`src/lec_pkg.sv`:
```
// Package with offsets, field positions, reset values and thresholds of link enhancement control.
package lec_pkg;

	// ==========================================================
	// Register placement
	localparam logic [7:0]  LEC_CFG_OFFSET      = 8'hF4;
	localparam logic [31:0] LEC_RESET_VALUE     = 32'h0000_1000;

	// ==========================================================
	// Field positions
	localparam int          LEC_THRESH_LO       = 12;
	localparam int          LEC_THRESH_HI       = 13;
	localparam int          LEC_MPEG_BIT        = 10;
	localparam int          LEC_DV_BIT          = 8;
	localparam int          LEC_PRIO_BIT        = 7;
	localparam int          LEC_PHYPROG_BIT     = 6;
	localparam int          LEC_ACCEL_BIT       = 1;

	// Bits that software may change; every other bit reads as zero.
	localparam logic [31:0] LEC_WRITABLE_MASK   = 32'h0000_3582;

	// ==========================================================
	// Threshold field codes and their byte counts
	localparam logic [1:0]  LEC_THR_2K          = 2'b00;
	localparam logic [1:0]  LEC_THR_1K7         = 2'b01;
	localparam logic [1:0]  LEC_THR_1K          = 2'b10;
	localparam logic [1:0]  LEC_THR_512         = 2'b11;
	localparam logic [11:0] LEC_BYTES_2K        = 12'h800;
	localparam logic [11:0] LEC_BYTES_1K7       = 12'h6C0;
	localparam logic [11:0] LEC_BYTES_1K        = 12'h400;
	localparam logic [11:0] LEC_BYTES_512       = 12'h200;

	// ==========================================================
	// Isochronous CIP format codes
	localparam logic [7:0]  LEC_FMT_MPEG        = 8'h20;
	localparam logic [7:0]  LEC_FMT_DV          = 8'h00;

endpackage

```
`src/lec_link_enh.sv`:
```
// Link enhancement control register with its transmit threshold and stream enables.
`timescale 1ns/1ps

module lec_link_enh (
	// Clock, reset and host configuration access.
	input  wire logic        core_clk,
	input  wire logic        sys_rst,
	input  wire logic [7:0]  cfg_addr,
	input  wire logic        cfg_wr,
	input  wire logic        cfg_rd,
	input  wire logic [3:0]  cfg_be,
	input  wire logic [31:0] cfg_wdata,
	output logic      [31:0] cfg_rdata,
	// Serial load of the enhancement bytes.
	input  wire logic        eeprom_load,
	input  wire logic [7:0]  eeprom_enh_byte,
	input  wire logic [7:0]  eeprom_enh_hi_byte,
	// Transmit FIFO and stream status.
	input  wire logic        retries_zero,
	input  wire logic        pkt_retry,
	input  wire logic        pkt_eop_seen,
	input  wire logic [11:0] fifo_bytes,
	input  wire logic        fifo_underrun,
	input  wire logic [7:0]  cip_fmt,
	// Transmit control decisions.
	output logic      [11:0] at_thresh_bytes,
	output logic             store_fwd,
	output logic             tx_start_ok,
	output logic             pkt_corrupt,
	output logic             stamp_fix_active,
	// Enable bits seen by the stream and PHY logic.
	output logic             mpeg_stamp_fix_en,
	output logic             dv_stamp_fix_en,
	output logic             prio_arb_en,
	output logic             accel_support,
	output logic             phy_programming_allow
);

	// ==========================================================
	// Register store
	logic [31:0] reg_r;
	logic [31:0] reg_nxt;
	logic        phy_prog_r;
	logic        phy_prog_nxt;
	logic [31:0] rdata_r;
	logic [31:0] rdata_nxt;
	logic [31:0] be_mask;
	logic [31:0] wr_mask;
	logic [31:0] load_word;
	logic [31:0] read_word;
	logic [31:0] reserved_bits;
	logic        hit;
	logic        host_write;
	logic        host_read;

	always_comb begin
		be_mask       = {{8{cfg_be[3]}}, {8{cfg_be[2]}}, {8{cfg_be[1]}}, {8{cfg_be[0]}}};
		// Only the writable fields of the enabled byte lanes may change.
		wr_mask       = be_mask & lec_pkg::LEC_WRITABLE_MASK;
		load_word     = {16'h0000, eeprom_enh_hi_byte, eeprom_enh_byte};
		hit           = (cfg_addr == lec_pkg::LEC_CFG_OFFSET);
		host_write    = cfg_wr && hit;
		host_read     = cfg_rd && hit;
		// Reserved and unassigned positions are masked on the way out as well.
		reserved_bits = ~lec_pkg::LEC_WRITABLE_MASK;
		read_word     = reg_r & ~reserved_bits;
		reg_nxt       = reg_r;
		phy_prog_nxt  = phy_prog_r;
		rdata_nxt     = rdata_r;
		if (eeprom_load) begin
			// A serial load wins over a host write in the same cycle, so the
			// loaded defaults are never mixed with half a host word.
			// Its bit 6 belongs to the host controller and goes elsewhere.
			reg_nxt      = load_word & lec_pkg::LEC_WRITABLE_MASK;
			phy_prog_nxt = eeprom_enh_byte[lec_pkg::LEC_PHYPROG_BIT];
		end else if (host_write) begin
			reg_nxt = (reg_r & ~wr_mask) | (cfg_wdata & wr_mask);
		end
		// Read data is registered and holds until the next read strobe.
		if (cfg_rd) begin
			// Other offsets belong to neighbouring registers and read as zero here.
			rdata_nxt = host_read ? read_word : 32'h0000_0000;
		end
	end

	always_ff @(posedge core_clk or posedge sys_rst) begin
		// Reset leaves the threshold at its 1.7K default with every enable off.
		if (sys_rst) begin
			reg_r      <= lec_pkg::LEC_RESET_VALUE;
			phy_prog_r <= 1'b0;
			rdata_r    <= 32'h0000_0000;
		end else begin
			reg_r      <= reg_nxt;
			phy_prog_r <= phy_prog_nxt;
			rdata_r    <= rdata_nxt;
		end
	end

	// ==========================================================
	// Transmit threshold and store-and-forward control
	logic [1:0]  thr_code;
	logic        thr_write;
	logic        underrun_sf_r;
	logic        underrun_sf_nxt;
	logic        sf_now;
	logic        sf_by_code;
	logic        sf_by_retries;
	logic        sf_by_retry;
	logic        sf_by_underrun;
	logic [11:0] init_bytes;
	logic [11:0] thresh_nxt;
	logic        sf_nxt;
	logic        start_nxt;
	logic        corrupt_nxt;
	logic [11:0] thresh_r;
	logic        sf_r;
	logic        start_r;
	logic        corrupt_r;

	always_comb begin
		thr_code  = reg_r[lec_pkg::LEC_THRESH_HI:lec_pkg::LEC_THRESH_LO];
		// Only a host write that reaches the threshold byte, or a serial load, clears the underrun latch.
		thr_write = host_write && cfg_be[1];
		unique case (thr_code)
			lec_pkg::LEC_THR_2K:  init_bytes = lec_pkg::LEC_BYTES_2K;
			lec_pkg::LEC_THR_1K7: init_bytes = lec_pkg::LEC_BYTES_1K7;
			lec_pkg::LEC_THR_1K:  init_bytes = lec_pkg::LEC_BYTES_1K;
			lec_pkg::LEC_THR_512: init_bytes = lec_pkg::LEC_BYTES_512;
		endcase
		// An underrun latches store-and-forward until the field is rewritten.
		// A new underrun in the same cycle as the rewrite wins, so none is lost.
		underrun_sf_nxt = underrun_sf_r;
		if (thr_write || eeprom_load) begin
			underrun_sf_nxt = 1'b0;
		end
		if (fifo_underrun) begin
			underrun_sf_nxt = 1'b1;
		end
		// Each reason for store-and-forward is kept apart to show what holds a packet.
		sf_by_code     = (thr_code == lec_pkg::LEC_THR_2K);
		sf_by_retries  = retries_zero;
		sf_by_retry    = pkt_retry;
		sf_by_underrun = underrun_sf_r;
		sf_now         = sf_by_code
			|| sf_by_retries
			|| sf_by_retry
			|| sf_by_underrun;
		// In store-and-forward the full 2K threshold is reported.
		thresh_nxt  = sf_now ? lec_pkg::LEC_BYTES_2K : init_bytes;
		sf_nxt      = sf_now;
		// Store-and-forward waits for the end-of-packet token alone.
		start_nxt   = pkt_eop_seen || (!sf_now && (fifo_bytes >= init_bytes));
		// The corrupt flag copies the underrun input one cycle later, high for as long as it was.
		corrupt_nxt = fifo_underrun;
	end

	always_ff @(posedge core_clk or posedge sys_rst) begin
		// Every control output lags its decision by one edge; store_fwd lags an underrun by two, one after pkt_corrupt.
		if (sys_rst) begin
			underrun_sf_r <= 1'b0;
			thresh_r      <= lec_pkg::LEC_BYTES_1K7;
			sf_r          <= 1'b0;
			start_r       <= 1'b0;
			corrupt_r     <= 1'b0;
		end else begin
			underrun_sf_r <= underrun_sf_nxt;
			thresh_r      <= thresh_nxt;
			sf_r          <= sf_nxt;
			start_r       <= start_nxt;
			corrupt_r     <= corrupt_nxt;
		end
	end

	// ==========================================================
	// Stream enhancement and link capability outputs
	logic mpeg_match;
	logic dv_match;
	logic stamp_nxt;
	logic stamp_r;

	always_comb begin
		// A stream of any other format passes through without the fix.
		mpeg_match = reg_r[lec_pkg::LEC_MPEG_BIT] && (cip_fmt == lec_pkg::LEC_FMT_MPEG);
		dv_match   = reg_r[lec_pkg::LEC_DV_BIT] && (cip_fmt == lec_pkg::LEC_FMT_DV);
		stamp_nxt  = mpeg_match || dv_match;
	end

	always_ff @(posedge core_clk or posedge sys_rst) begin
		if (sys_rst) begin
			stamp_r <= 1'b0;
		end else begin
			stamp_r <= stamp_nxt;
		end
	end

	// ==========================================================
	// Outputs
	// Every output is taken straight from a register so its users see clean levels.
	assign cfg_rdata             = rdata_r;
	assign at_thresh_bytes       = thresh_r;
	assign store_fwd             = sf_r;
	assign tx_start_ok           = start_r;
	assign pkt_corrupt           = corrupt_r;
	assign stamp_fix_active      = stamp_r;
	assign mpeg_stamp_fix_en     = reg_r[lec_pkg::LEC_MPEG_BIT];
	assign dv_stamp_fix_en       = reg_r[lec_pkg::LEC_DV_BIT];
	assign prio_arb_en           = reg_r[lec_pkg::LEC_PRIO_BIT];
	assign accel_support         = reg_r[lec_pkg::LEC_ACCEL_BIT];
	assign phy_programming_allow = phy_prog_r;

endmodule

```
`config.mk`:
```
export PLATFORM = sky130hd
export DESIGN_NAME = lec_link_enh
export DESIGN_NICKNAME = d
export VERILOG_FILES = /design/src/lec_pkg.sv /design/src/lec_link_enh.sv
export SDC_FILE = /design/constraint.sdc
export NUM_CORES = 1
export LEC_CHECK = 0
export BUFFER_PORTS_ARGS = -buffer_cell sky130_fd_sc_hd__buf_2
export CORE_MARGIN = 5
export CORE_UTILIZATION = 32
export DETAILED_ROUTE_END_ITERATION = 16
export GPL_TIMING_DRIVEN = 0
export PLACE_DENSITY = 0.77
export REMOVE_ABC_BUFFERS = 1
export SLEW_MARGIN = 25
export SYNTH_ARGS = -nofsm -noshare
export SYNTH_HDL_FRONTEND = slang
export SYNTH_SLANG_ARGS = --single-unit
```
`constraint.sdc`:
```
create_clock -name core_clk -period 1.85 [get_ports core_clk]
set_input_delay 0.37 -clock core_clk [delete_from_list [all_inputs] [get_ports core_clk]]
set_output_delay 0.37 -clock core_clk [all_outputs]
set_load 0.05 [all_outputs]
```
==> summary.md, run 1 <==
| Metric | Value |
|---|---|
| Status | `finished clean` |
| Post-DP Area | `~1600 um2` |
| Final Slew Violations | `0` |
| # setup viols final | `0` |
| Ant. Diodes | `0` |
| Mapped Cells | `132` |
| Routed WL | `approximately 3000 um` |
| Worst EP arrival | `2.04 ns` |
| Largest net degree at the start of global routing | `23` |
| CTS sink cnt | `22` |
| CTS root buf | `clkbuf_8` |
| Design area | `1840 um2` |
| Initial antenna violation count | `0` |
| Final hold vios | `0` |
| Setup crit end | `tx_start_ok$_DFF_PP0_` |
| First drt pass iteration count | `4` |
| Clock transition at path regs | `0.08 ns` |
| Post-layout util | `~45%` |
| Setup Crit Path Kind | `reg -> reg` |
| Initial Util | `about a third` |
| CP Capture Type | `flip-flop` |
| Mean Syn Cell Area | `10.4 um2` |
| Seq/Total Area, Yosys | `40.6%` |
| Clock Tree Buf Depth | `2` |
| Worst slew margin | `45.9%` |
| Io pins | `between 100 and 150` |
| Die Width | `~75 um` |
| Largest fanout on the critical path | `4` |
| Initial DRC count | `31` |
| Share of layout cells above drive strength 1 | `49.0%` |
| RSZ-0062 raised after global routing | `yes` |
| R2R setup slack | `0.002 ns` |
| Max-cap viol count | `0` |
| Fmax | `541 MHz` |
| Skew-Pair Late Insertion Delay | `~0.26 ns` |
| Worst Hold Class | `in -> reg` |
| Post-DP HPWL | `2590 um` |
| IO buf count | `between 70 and 80` |
| Synth Warn # | `0` |
| Power, Total | `approximately 0.0014 W` |
| Die ar. | `about 5700 um2` |
| Rows | `23` |
| DIE HEIGHT | `about 75 um` |
| CTS tree | `yes` |
| Worst reg2reg path depth | `7` |
| Vias per std cell | `a little over 4` |
| Crit start category | `flip-flop` |
| Routed length per instance | `roughly 12 um` |
| Final net count | `~300` |
| Vias in the first global route | `between 1000 and 1500` |
| Capturing point of the worst reg2reg path | `tx_start_ok$_DFF_PP0_` |
| Distinct cell type count after synthesis | `28` |
| Maximum vdd ir drop | `between 0.0003 and 0.0004 V` |
| DRC | `0` |
| Synth Cell Area | `between 1000 and 1500 um2` |
| Clock buffer count from CTS | `3` |
| Pwr dens | `slightly below 800 nW/um2` |
| GP Congestion | `0.774` |
| Hold_ws | `0.227 ns` |
| H-tree Lvls | `1` |
| Worst Clk Skew | `roughly 0.0041 ns` |
| Global route total overflow | `0` |
| Slew @ Worst Pin | `approximately 0.81 ns` |
| First-pass GRT wire length | `around 4500 um` |
| Vias | `around 1100` |
| GRT Total Usage | `10.1%` |
| CTS Hold Bufs | `0` |
| Final clock period utilization by the worst path | `between 90% and 100%` |
| Most common cell after layout, fill and taps aside | `buf_2` |
| Final ANT Viol Nets | `0` |
| Post-route minimum period | `about 1.8 ns` |
| Synth-to-layout area growth | `34.2%` |
| Leak | `between 0.9 and 1 nW` |
| Register bit total from synthesis | `22` |
| Commonest cells after routing, fill and taps aside | `buf_2 (71), conb_1 (33), dfrtp_1 (18), nor2_1 (10), inv_1 (9)` |
| Core Region | `4090 um2` |
| Critical Path RT | `approximately 2.0 ns` |
## per-stage QoR
step	worst slack [ns]	cells	setup TNS (ns)
after floorplan	-0.0987	127	-0.0987
after global placement	-0.253	248	-0.253
after detailed placement	-0.348	248	-0.348
after CTS	-0.107	254	-0.107
after global routing	-0.0559	256	-0.0559
final	0.00220	256	0
## critical path, stage by stage, from the launching register on
cell and delay (ns):
dfstp_2 0.56, buf_6 0.13, ha_2 0.19, o21ai_4 0.07, ha_4 0.27, inv_1 0.03
a2111o_1 0.39, a22oi_2 0.14
## cell families after synthesis
group,count (synthesis),synth area share (%)
multiplexers,8,6.03
other,1,0.274
AND/OR/NAND/NOR,24,11.8
buffers and inverters,49,22.9
flip-flops,22,40.6
adder cells (fa/ha/maj),9,8.23
AO/OA/AOI/OAI,19,10.1
## Yosys cell counts, drive strengths merged
library cell | count | area, um2
nand2 | 2 | 7.51
and4 | 1 | 8.76
nor4b | 1 | 23.8
dfstp | 4 | 105
and3 | 1 | 6.26
inv | 12 | 45.0
o21ai | 1 | 5.00
mux2i | 6 | 60.1
dfrtp | 18 | 450
a31o | 1 | 8.76
a2111o | 1 | 11.3
or4 | 2 | 15.0
a22oi | 1 | 12.5
a21oi | 8 | 40.0
ha | 9 | 113
buf | 36 | 265
a22o | 6 | 52.6
a2111oi | 1 | 8.76
clkbuf | 1 | 3.75
nand4 | 3 | 33.8
conb | 1 | 3.75
nor4 | 3 | 25.0
nor2 | 11 | 41.3
mux2 | 2 | 22.5
## worst min path at each step
stage                                 startpoint                                end  slack, ns  cells after the start
6_report                           fifo_underrun              pkt_corrupt$_DFF_PP0_       0.23                      1
5_1_grt                            fifo_underrun              pkt_corrupt$_DFF_PP0_       0.21                      1
4_1_cts                            fifo_underrun              pkt_corrupt$_DFF_PP0_       0.22                      1
3_5_place_dp   phy_programming_allow$_DFFE_PP0P_  phy_programming_allow$_DFFE_PP0P_       0.47                      1
3_3_place_gp   phy_programming_allow$_DFFE_PP0P_  phy_programming_allow$_DFFE_PP0P_       0.47                      1
2_1_floorplan                            sys_rst         asynchronous set/reset pin       0.36                      1
## report_power, final
group,total (W),internal [W],switching [W]
Sequential,0.000523,0.000506,0.0000174
Combinational,0.000451,0.000129,0.000323
Clock,0.000442,0.000289,0.000153
## routing by layer
metal,part of all wire [%],track usage (%),up-vias
met2,53,17.6,52
met1,36,12.2,474
met3,9.5,2.37,2
met5,0,0,-
met4,0.96,3.50,0
li1,-,-,530
## cell type report
cell class	instances	area [um2]
clock buffer	3	41.3
clock inverter	1	30.0
fill	424	2250
inverter	12	47.5
multi-input combinational	93	711
sequential	22	556
tap	50	62.6
timing repair buffer	75	389
## what timing repair did
item	CTS	global route
gates resized for setup	6	14
pin swaps	2	8
buffers inserted	2	2
endpoints found under the setup margin	1	1
No activity file was read; power rests on OpenSTA's default activity.
==> run 2: changes to the inputs <==
--- a/config.mk
+++ b/config.mk
@@ -6,8 +6,9 @@
 export NUM_CORES = 1
 export LEC_CHECK = 0
 export BUFFER_PORTS_ARGS = -buffer_cell sky130_fd_sc_hd__buf_2
-export CORE_MARGIN = 5
+export CORE_MARGIN = 4
 export CORE_UTILIZATION = 32
+export CTS_CLUSTER_SIZE = 16
 export DETAILED_ROUTE_END_ITERATION = 16
 export GPL_TIMING_DRIVEN = 0
 export PLACE_DENSITY = 0.77
==> summary.md, run 2 (synthesis gave the netlist of run 1 again) <==
| Metric | Value |
|---|---|
| Vias in the first global route | `1088 (+5.8%)` |
| Worst EP arrival | `2.07 ns (+0.03 ns)` |
| Skew-Pair Late Insertion Delay | `0.25 ns (about the same)` |
| RSZ-0062 raised after global routing | `yes` |
| Post-Layout Cell Count | `254 (-0.78%)` |
| Clock Tree Buf Depth | `2 (unchanged)` |
| Max-cap viol count | `0 (unchanged)` |
| Slew @ Worst Pin | `0.776 ns (-0.0350 ns)` |
| Largest fanout on the critical path | `5 (+1)` |
| Final setup margin | `-0.0499 ns (-0.0521 ns)` |
| Worst slew margin | `48.2% (+2.3 points)` |
| Final hold vios | `0 (unchanged)` |
| Die Width | `73.4 um (-2.7%)` |
| GP Congestion | `0.740 (-4.4%)` |
| Initial antenna violation count | `0 (unchanged)` |
| Post-route minimum period | `1.90 ns (+0.0521 ns)` |
| Dpl cells | `248 (unchanged)` |
| Rows | `23 (unchanged)` |
| DIE HEIGHT | `73.4 um (-2.7%)` |
| Pwr dens | `708 nW/um2 (-8.2%)` |
| Critical-path cell list | `buf_6, ha_2, o21ai_2, ha_4, inv_1, a2111o_1, a22oi_2` |
| R2R setup slack | `-0.05 ns (-0.05 ns)` |
| Worst reg2reg path depth | `7 (unchanged)` |
| Ant. Diodes | `0 (unchanged)` |
| Worst Clk Skew | `0.00460 ns (+0.000526 ns)` |
| HP Start | `fifo_underrun` |
| Largest net degree at the start of global routing | `23 (unchanged)` |
| Final Slew Violations | `0 (unchanged)` |
| Delay of the slowest critical-path stage | `0.56 ns (about the same)` |
| Fmax | `526 MHz (-2.7%)` |
| Initial DRC count | `27 (-13%)` |
| Initial Util | `33.7% (+0.24 points)` |
| # fillers | `409 (-3.5%)` |
| IO buf count | `71 (unchanged)` |
| Worst hold path stage count | `1 (unchanged)` |
| # setup viols final | `1 (+1)` |
| Vias per std cell | `4.20 (+1.6%)` |
| Post-DP HPWL | `2580 um (-0.46%)` |
| CP Buf/Inv Count | `2 (unchanged)` |
| Crit start category | `flip-flop` |
| Multi-input logic area | `706 um2 (-0.70%)` |
| Sequential standard cell area | `556 um2 (unchanged)` |
| Worst hold path endpoint | `pkt_corrupt$_DFF_PP0_` |
| CTS tree | `yes` |
| Die ar. | `5390 um2 (-5.2%)` |
| First drt pass iteration count | `3 (-1)` |
| Synth-to-layout area growth | `30.6%` |
| Post-layout util | `44.1% (-0.88 points)` |
| Status | `complete, but fails checks` |
| Core Region | `4060 um2 (-0.70%)` |
| Global route total overflow | `0 (unchanged)` |
| Routed length per instance | `12.0 um (+2.2%)` |
| CTS sink cnt | `22 (unchanged)` |
| GRT Total Usage | `10.6% (+0.49 points)` |
| Capturing point of the worst reg2reg path | `tx_start_ok$_DFF_PP0_` |
| Final ANT Viol Nets | `0 (unchanged)` |
| Setup Crit Path Kind | `reg -> reg` |
| CP Capture Type | `flip-flop` |
| Io pins | `142 (unchanged)` |
| Cell family with most CP delay | `compound AO/OA/AOI/OAI gates` |
| Leak | `0.976 nW (-2.3%)` |
| Critical Path RT | `2.02 ns (-0.02 ns)` |
| CTS root buf | `clkbuf_8` |
| Vias | `1067 (+0.85%)` |
| Commonest cells after routing, fill and taps aside | `buf_2 (71), conb_1 (33), dfrtp_1 (18), nor2_1 (10), inv_1 (9)` |
| H-tree Lvls | `1 (unchanged)` |
| Clock buffer count from CTS | `3 (unchanged)` |
| CP max stage cell | `dfstp_2` |
| First-pass GRT wire length | `4580 um (+2.8%)` |
| Routed WL | `3050 um (+1.4%)` |
| Worst Hold Class | `in -> reg` |
| Share of layout cells above drive strength 1 | `48.0% (-0.99 points)` |
| Failing checks | `setup timing` |
| Final clock period utilization by the worst path | `103% (+2.8 points)` |
| Clock transition at path regs | `0.08 ns (about the same)` |
| Final net count | `303 (-0.66%)` |
| Maximum vdd ir drop | `0.000460 V (+20%)` |
| Most common cell after layout, fill and taps aside | `buf_2` |
| DRC | `0 (unchanged)` |
run 2: power by group:
group / internal [W] / leakage, nW / switching, W
combinational: 0.000124 / 0.693 / 0.000326
sequential: 0.000506 / 0.260 / 0.0000172
clock: 0.000153 / 0.0228 / 0.000140
total: 0.000782 / 0.976 / 0.000483
run 2: per-layer routing:
layer / track usage [%] / vias up / wire length (um)
li1: - / 531 / -
met5: 0 / - / 0
met1: 12.0 / 481 / 1070
met4: 2.41 / 0 / 27
met3: 2.74 / 2 / 298
met2: 19.9 / 53 / 1660
run 2: worst max-delay path by stage:
stage / startpoint / to / cells past startpoint
6_report: flip-flop / tx_start_ok$_DFF_PP0_ / 7
5_1_grt: flip-flop / tx_start_ok$_DFF_PP0_ / 8
4_1_cts: flip-flop / tx_start_ok$_DFF_PP0_ / 7
3_5_place_dp: flip-flop / tx_start_ok$_DFF_PP0_ / 9
3_3_place_gp: flip-flop / tx_start_ok$_DFF_PP0_ / 9
2_1_floorplan: flip-flop / tx_start_ok$_DFF_PP0_ / 9
run 2: stage by stage:
step | instance area, um2 | power [W] | setup TNS [ns] | hold WS (ns) | setup WS, ns
2_1_floorplan | 1220 | 0.000822 | -0.0987 | 0.356 | -0.0987
3_3_place_gp | 1640 | 0.000915 | -0.259 | 0.472 | -0.259
3_5_place_dp | 1640 | 0.000924 | -0.323 | 0.482 | -0.323
4_1_cts | 1710 | 0.00124 | -0.0521 | 0.234 | -0.0521
5_1_grt | 1790 | 0.00134 | -0.121 | 0.216 | -0.121
6_report | 1790 | 0.00127 | -0.0499 | 0.237 | -0.0499
run 2: area by class of cell:
cell class / count / share of cell area [%]
Tap cell: 50 / 3.50
Sequential cell: 22 / 31.1
Multi-Input combinational cell: 93 / 39.5
Clock buffer: 4 / 2.52
Timing Repair Buffer: 73 / 20.9
Inverter: 12 / 2.52
run 2: repair_timing:
item	in CTS	in global routing
endpoints found under the setup margin	1	1
buffers inserted	1	1
hold buffers	0	0
gates resized for setup	7	12
pin swaps	0	4
==> run 3: changes to the inputs <==
--- a/config.mk
+++ b/config.mk
@@ -7,11 +7,11 @@
 export LEC_CHECK = 0
 export BUFFER_PORTS_ARGS = -buffer_cell sky130_fd_sc_hd__buf_2
 export CORE_MARGIN = 4
-export CORE_UTILIZATION = 32
+export CORE_UTILIZATION = 35
 export CTS_CLUSTER_SIZE = 16
 export DETAILED_ROUTE_END_ITERATION = 16
 export GPL_TIMING_DRIVEN = 0
-export PLACE_DENSITY = 0.77
+export PLACE_DENSITY = 0.8
 export REMOVE_ABC_BUFFERS = 1
 export SLEW_MARGIN = 25
 export SYNTH_ARGS = -nofsm -noshare
==> constraint.sdc (replaced) <==
create_clock -name core_clk -period 1.8 [get_ports core_clk]
set_input_delay 0.27 -clock core_clk [delete_from_list [all_inputs] [get_ports core_clk]]
set_output_delay 0.27 -clock core_clk [all_outputs]
set_load 0.05 [all_outputs]
==> summary.md, run 3 (synthesis gave the netlist of run 1 again) <==
| Metric | Value |
|---|---|
| GRT Total Usage | `11.6% (+1.0 points)` |
| Delay of the slowest critical-path stage | `0.57 ns (about the same)` |
| RSZ-0062 raised after global routing | `yes` |
| DIE HEIGHT | `70.5 um (-3.9%)` |
| Final hold vios | `0 (unchanged)` |
| Routed length per instance | `12.0 um (-0.13%)` |
| Critical-path cell list | `buf_6, ha_4, inv_4, ha_4, a21oi_2, a2111o_1, a22oi_2` |
| Setup Crit Path Kind | `reg -> reg` |
| Most common cell after layout, fill and taps aside | `buf_2` |
| First-pass GRT wire length | `4730 um (+3.3%)` |
| CTS Hold Bufs | `0 (unchanged)` |
| Clock Tree Buf Depth | `2 (unchanged)` |
| Post-Layout Cell Count | `260 (+2.4%)` |
| Share of layout cells above drive strength 1 | `51.9% (+3.8 points)` |
| Die ar. | `4980 um2 (-7.7%)` |
| Worst EP arrival | `1.99 ns (-0.08 ns)` |
| Initial Util | `36.8% (+3.1 points)` |
| Synth-to-layout area growth | `38.7%` |
| # setup viols final | `1 (unchanged)` |
| DRC | `0 (unchanged)` |
| Skew-Pair Late Insertion Delay | `0.25 ns (about the same)` |
| Final Slew Violations | `0 (unchanged)` |
| Worst Hold Class | `in -> reg` |
| Ant. Diodes | `0 (unchanged)` |
| Fmax | `551 MHz (+4.8%)` |
| IO buf count | `71 (unchanged)` |
| H-tree Lvls | `1 (unchanged)` |
| Critical Path RT | `1.98 ns (-0.04 ns)` |
| GP Congestion | `0.708 (-4.4%)` |
| Vias per std cell | `4.22 (+0.35%)` |
| CP Capture Type | `flip-flop` |
| Most used cell, CP | `ha_4` |
| Cell family with most CP delay | `compound AO/OA/AOI/OAI gates` |
| First drt pass iteration count | `4 (+1)` |
| Io pins | `142 (unchanged)` |
| CTS sink cnt | `22 (unchanged)` |
| Clock transition at path regs | `0.08 ns (about the same)` |
| Worst hold path stage count | `1 (unchanged)` |
| Max-cap viol count | `0 (unchanged)` |
| Final ANT Viol Nets | `0 (unchanged)` |
| Power, Total | `0.00135 W (+6.6%)` |
| Crit start category | `flip-flop` |
| Worst slew margin | `46.8% (-1.4 points)` |
| Pwr dens | `711 nW/um2 (+0.43%)` |
| Commonest cells after routing, fill and taps aside | `buf_2 (71), conb_1 (33), dfrtp_1 (17), nor2_1 (11), buf_4 (9)` |
| Initial antenna violation count | `0 (unchanged)` |
| CTS root buf | `clkbuf_8` |
| Die Width | `70.5 um (-3.9%)` |
| Slew @ Worst Pin | `0.797 ns (+0.0209 ns)` |
| Post-DP HPWL | `2530 um (-1.7%)` |
| Worst Clk Skew | `0.00110 ns (-0.00350 ns)` |
| CP max stage cell | `dfstp_2` |
| Largest fanout on the critical path | `4 (-1)` |
| Vias | `1096 (+2.7%)` |
| Worst reg2reg path depth | `7 (unchanged)` |
| Leak | `1.02 nW (+4.2%)` |
| Maximum vdd ir drop | `0.000332 V (-28%)` |
| Global route total overflow | `0 (unchanged)` |
| Hold_ws | `0.132 ns (-0.104 ns)` |
| Post-route minimum period | `1.81 ns (-0.0864 ns)` |
| Routed WL | `3120 um (+2.2%)` |
| Final clock period utilization by the worst path | `101% (-1.9 points)` |
| Clock buffer count from CTS | `3 (unchanged)` |
| Final setup margin | `-0.0135 ns (+0.0364 ns)` |
| Vias in the first global route | `1072 (-1.5%)` |
| Core Region | `3720 um2 (-8.4%)` |
| CP Buf/Inv Count | `2 (unchanged)` |
| Status | `complete, but fails checks` |
| WP depth | `7 (unchanged)` |
| Dpl cells | `246 (-0.81%)` |
| Final net count | `311 (+2.6%)` |
| CTS tree | `yes` |
| Setup slack at placement | `-0.335 ns (-0.0115 ns)` |
| Initial DRC count | `22 (-19%)` |
| Largest net degree at the start of global routing | `23 (unchanged)` |
| Failing checks | `setup timing` |
| Post-layout util | `51.1% (+7.0 points)` |
| Rows | `22 (-4.3%)` |
==> run 3: cell types whose count changed in the layout (fill, tap and decap cells not counted), moves of 2 or more <==
cell and change:
buf_4 +8, ha_4 +4, a21oi_2 +2, ha_1 -2
ha_2 -2, inv_2 -2, inv_4 +2
==> run 3: final timing paths <==
path,from,to,slack [ns]
min,fifo_underrun,pkt_corrupt$_DFF_PP0_,0.13
min in group asynchronous,sys_rst,at_thresh_bytes[11]$_DFF_PP0_,0.16
min reg2reg,phy_programming_allow$_DFFE_PP0P_,phy_programming_allow$_DFFE_PP0P_,0.48
max in group asynchronous,sys_rst,asynchronous set/reset pin,1.10
max reg2reg,flip-flop,tx_start_ok$_DFF_PP0_,-0.01
max,flip-flop,tx_start_ok$_DFF_PP0_,-0.01
==> run 3: repair_timing <==
item | CTS | global route
setup endpoints to repair | 1 | 1
pin swaps | 9 | 6
setup buffers | 5 | 5
gates resized for setup | 18 | 11
cloned | 0 | 0
==> run 3: report_power, final <==
group / internal [W] / switching [W] / total (W)
registers: 0.000520 / 0.0000182 / 0.000539
logic: 0.000158 / 0.000346 / 0.000504
clock network: 0.000157 / 0.000149 / 0.000307
total: 0.000836 / 0.000514 / 0.00135
==> run 3: metal layers <==
layer	vias to the layer above	wire length, um	GRT usage [%]
met5	-	0	0
met4	0	28	3.13
met3	2	257	1.99
met2	52	1660	21.3
met1	495	1170	14.0
li1	547	-	-
==> run 3: through the flow <==
step	TNS, ns	area [um2]
floorplan	-0.149	1220
global placement	-0.309	1640
detailed placement	-0.335	1640
CTS	-0.120	1800
global route	-0.0829	1900
finish	-0.0135	1900
==> run 3: cell type report <==
class                   instances  area, um2
multi-input cells              93        747
clock buffers                   4       45.0
inverters                      12       55.1
well taps                      48       60.1
flip-flops and latches         22        557
fillers                       362       1820
repair buffers                 81        434
==> run 3: worst register-to-register path: stages (launching register included) <==
cell,delay [ns]
dfstp_2,0.57
buf_6,0.14
ha_4,0.15
inv_4,0.04
ha_4,0.26
a21oi_2,0.05
a2111o_1,0.42
a22oi_2,0.12
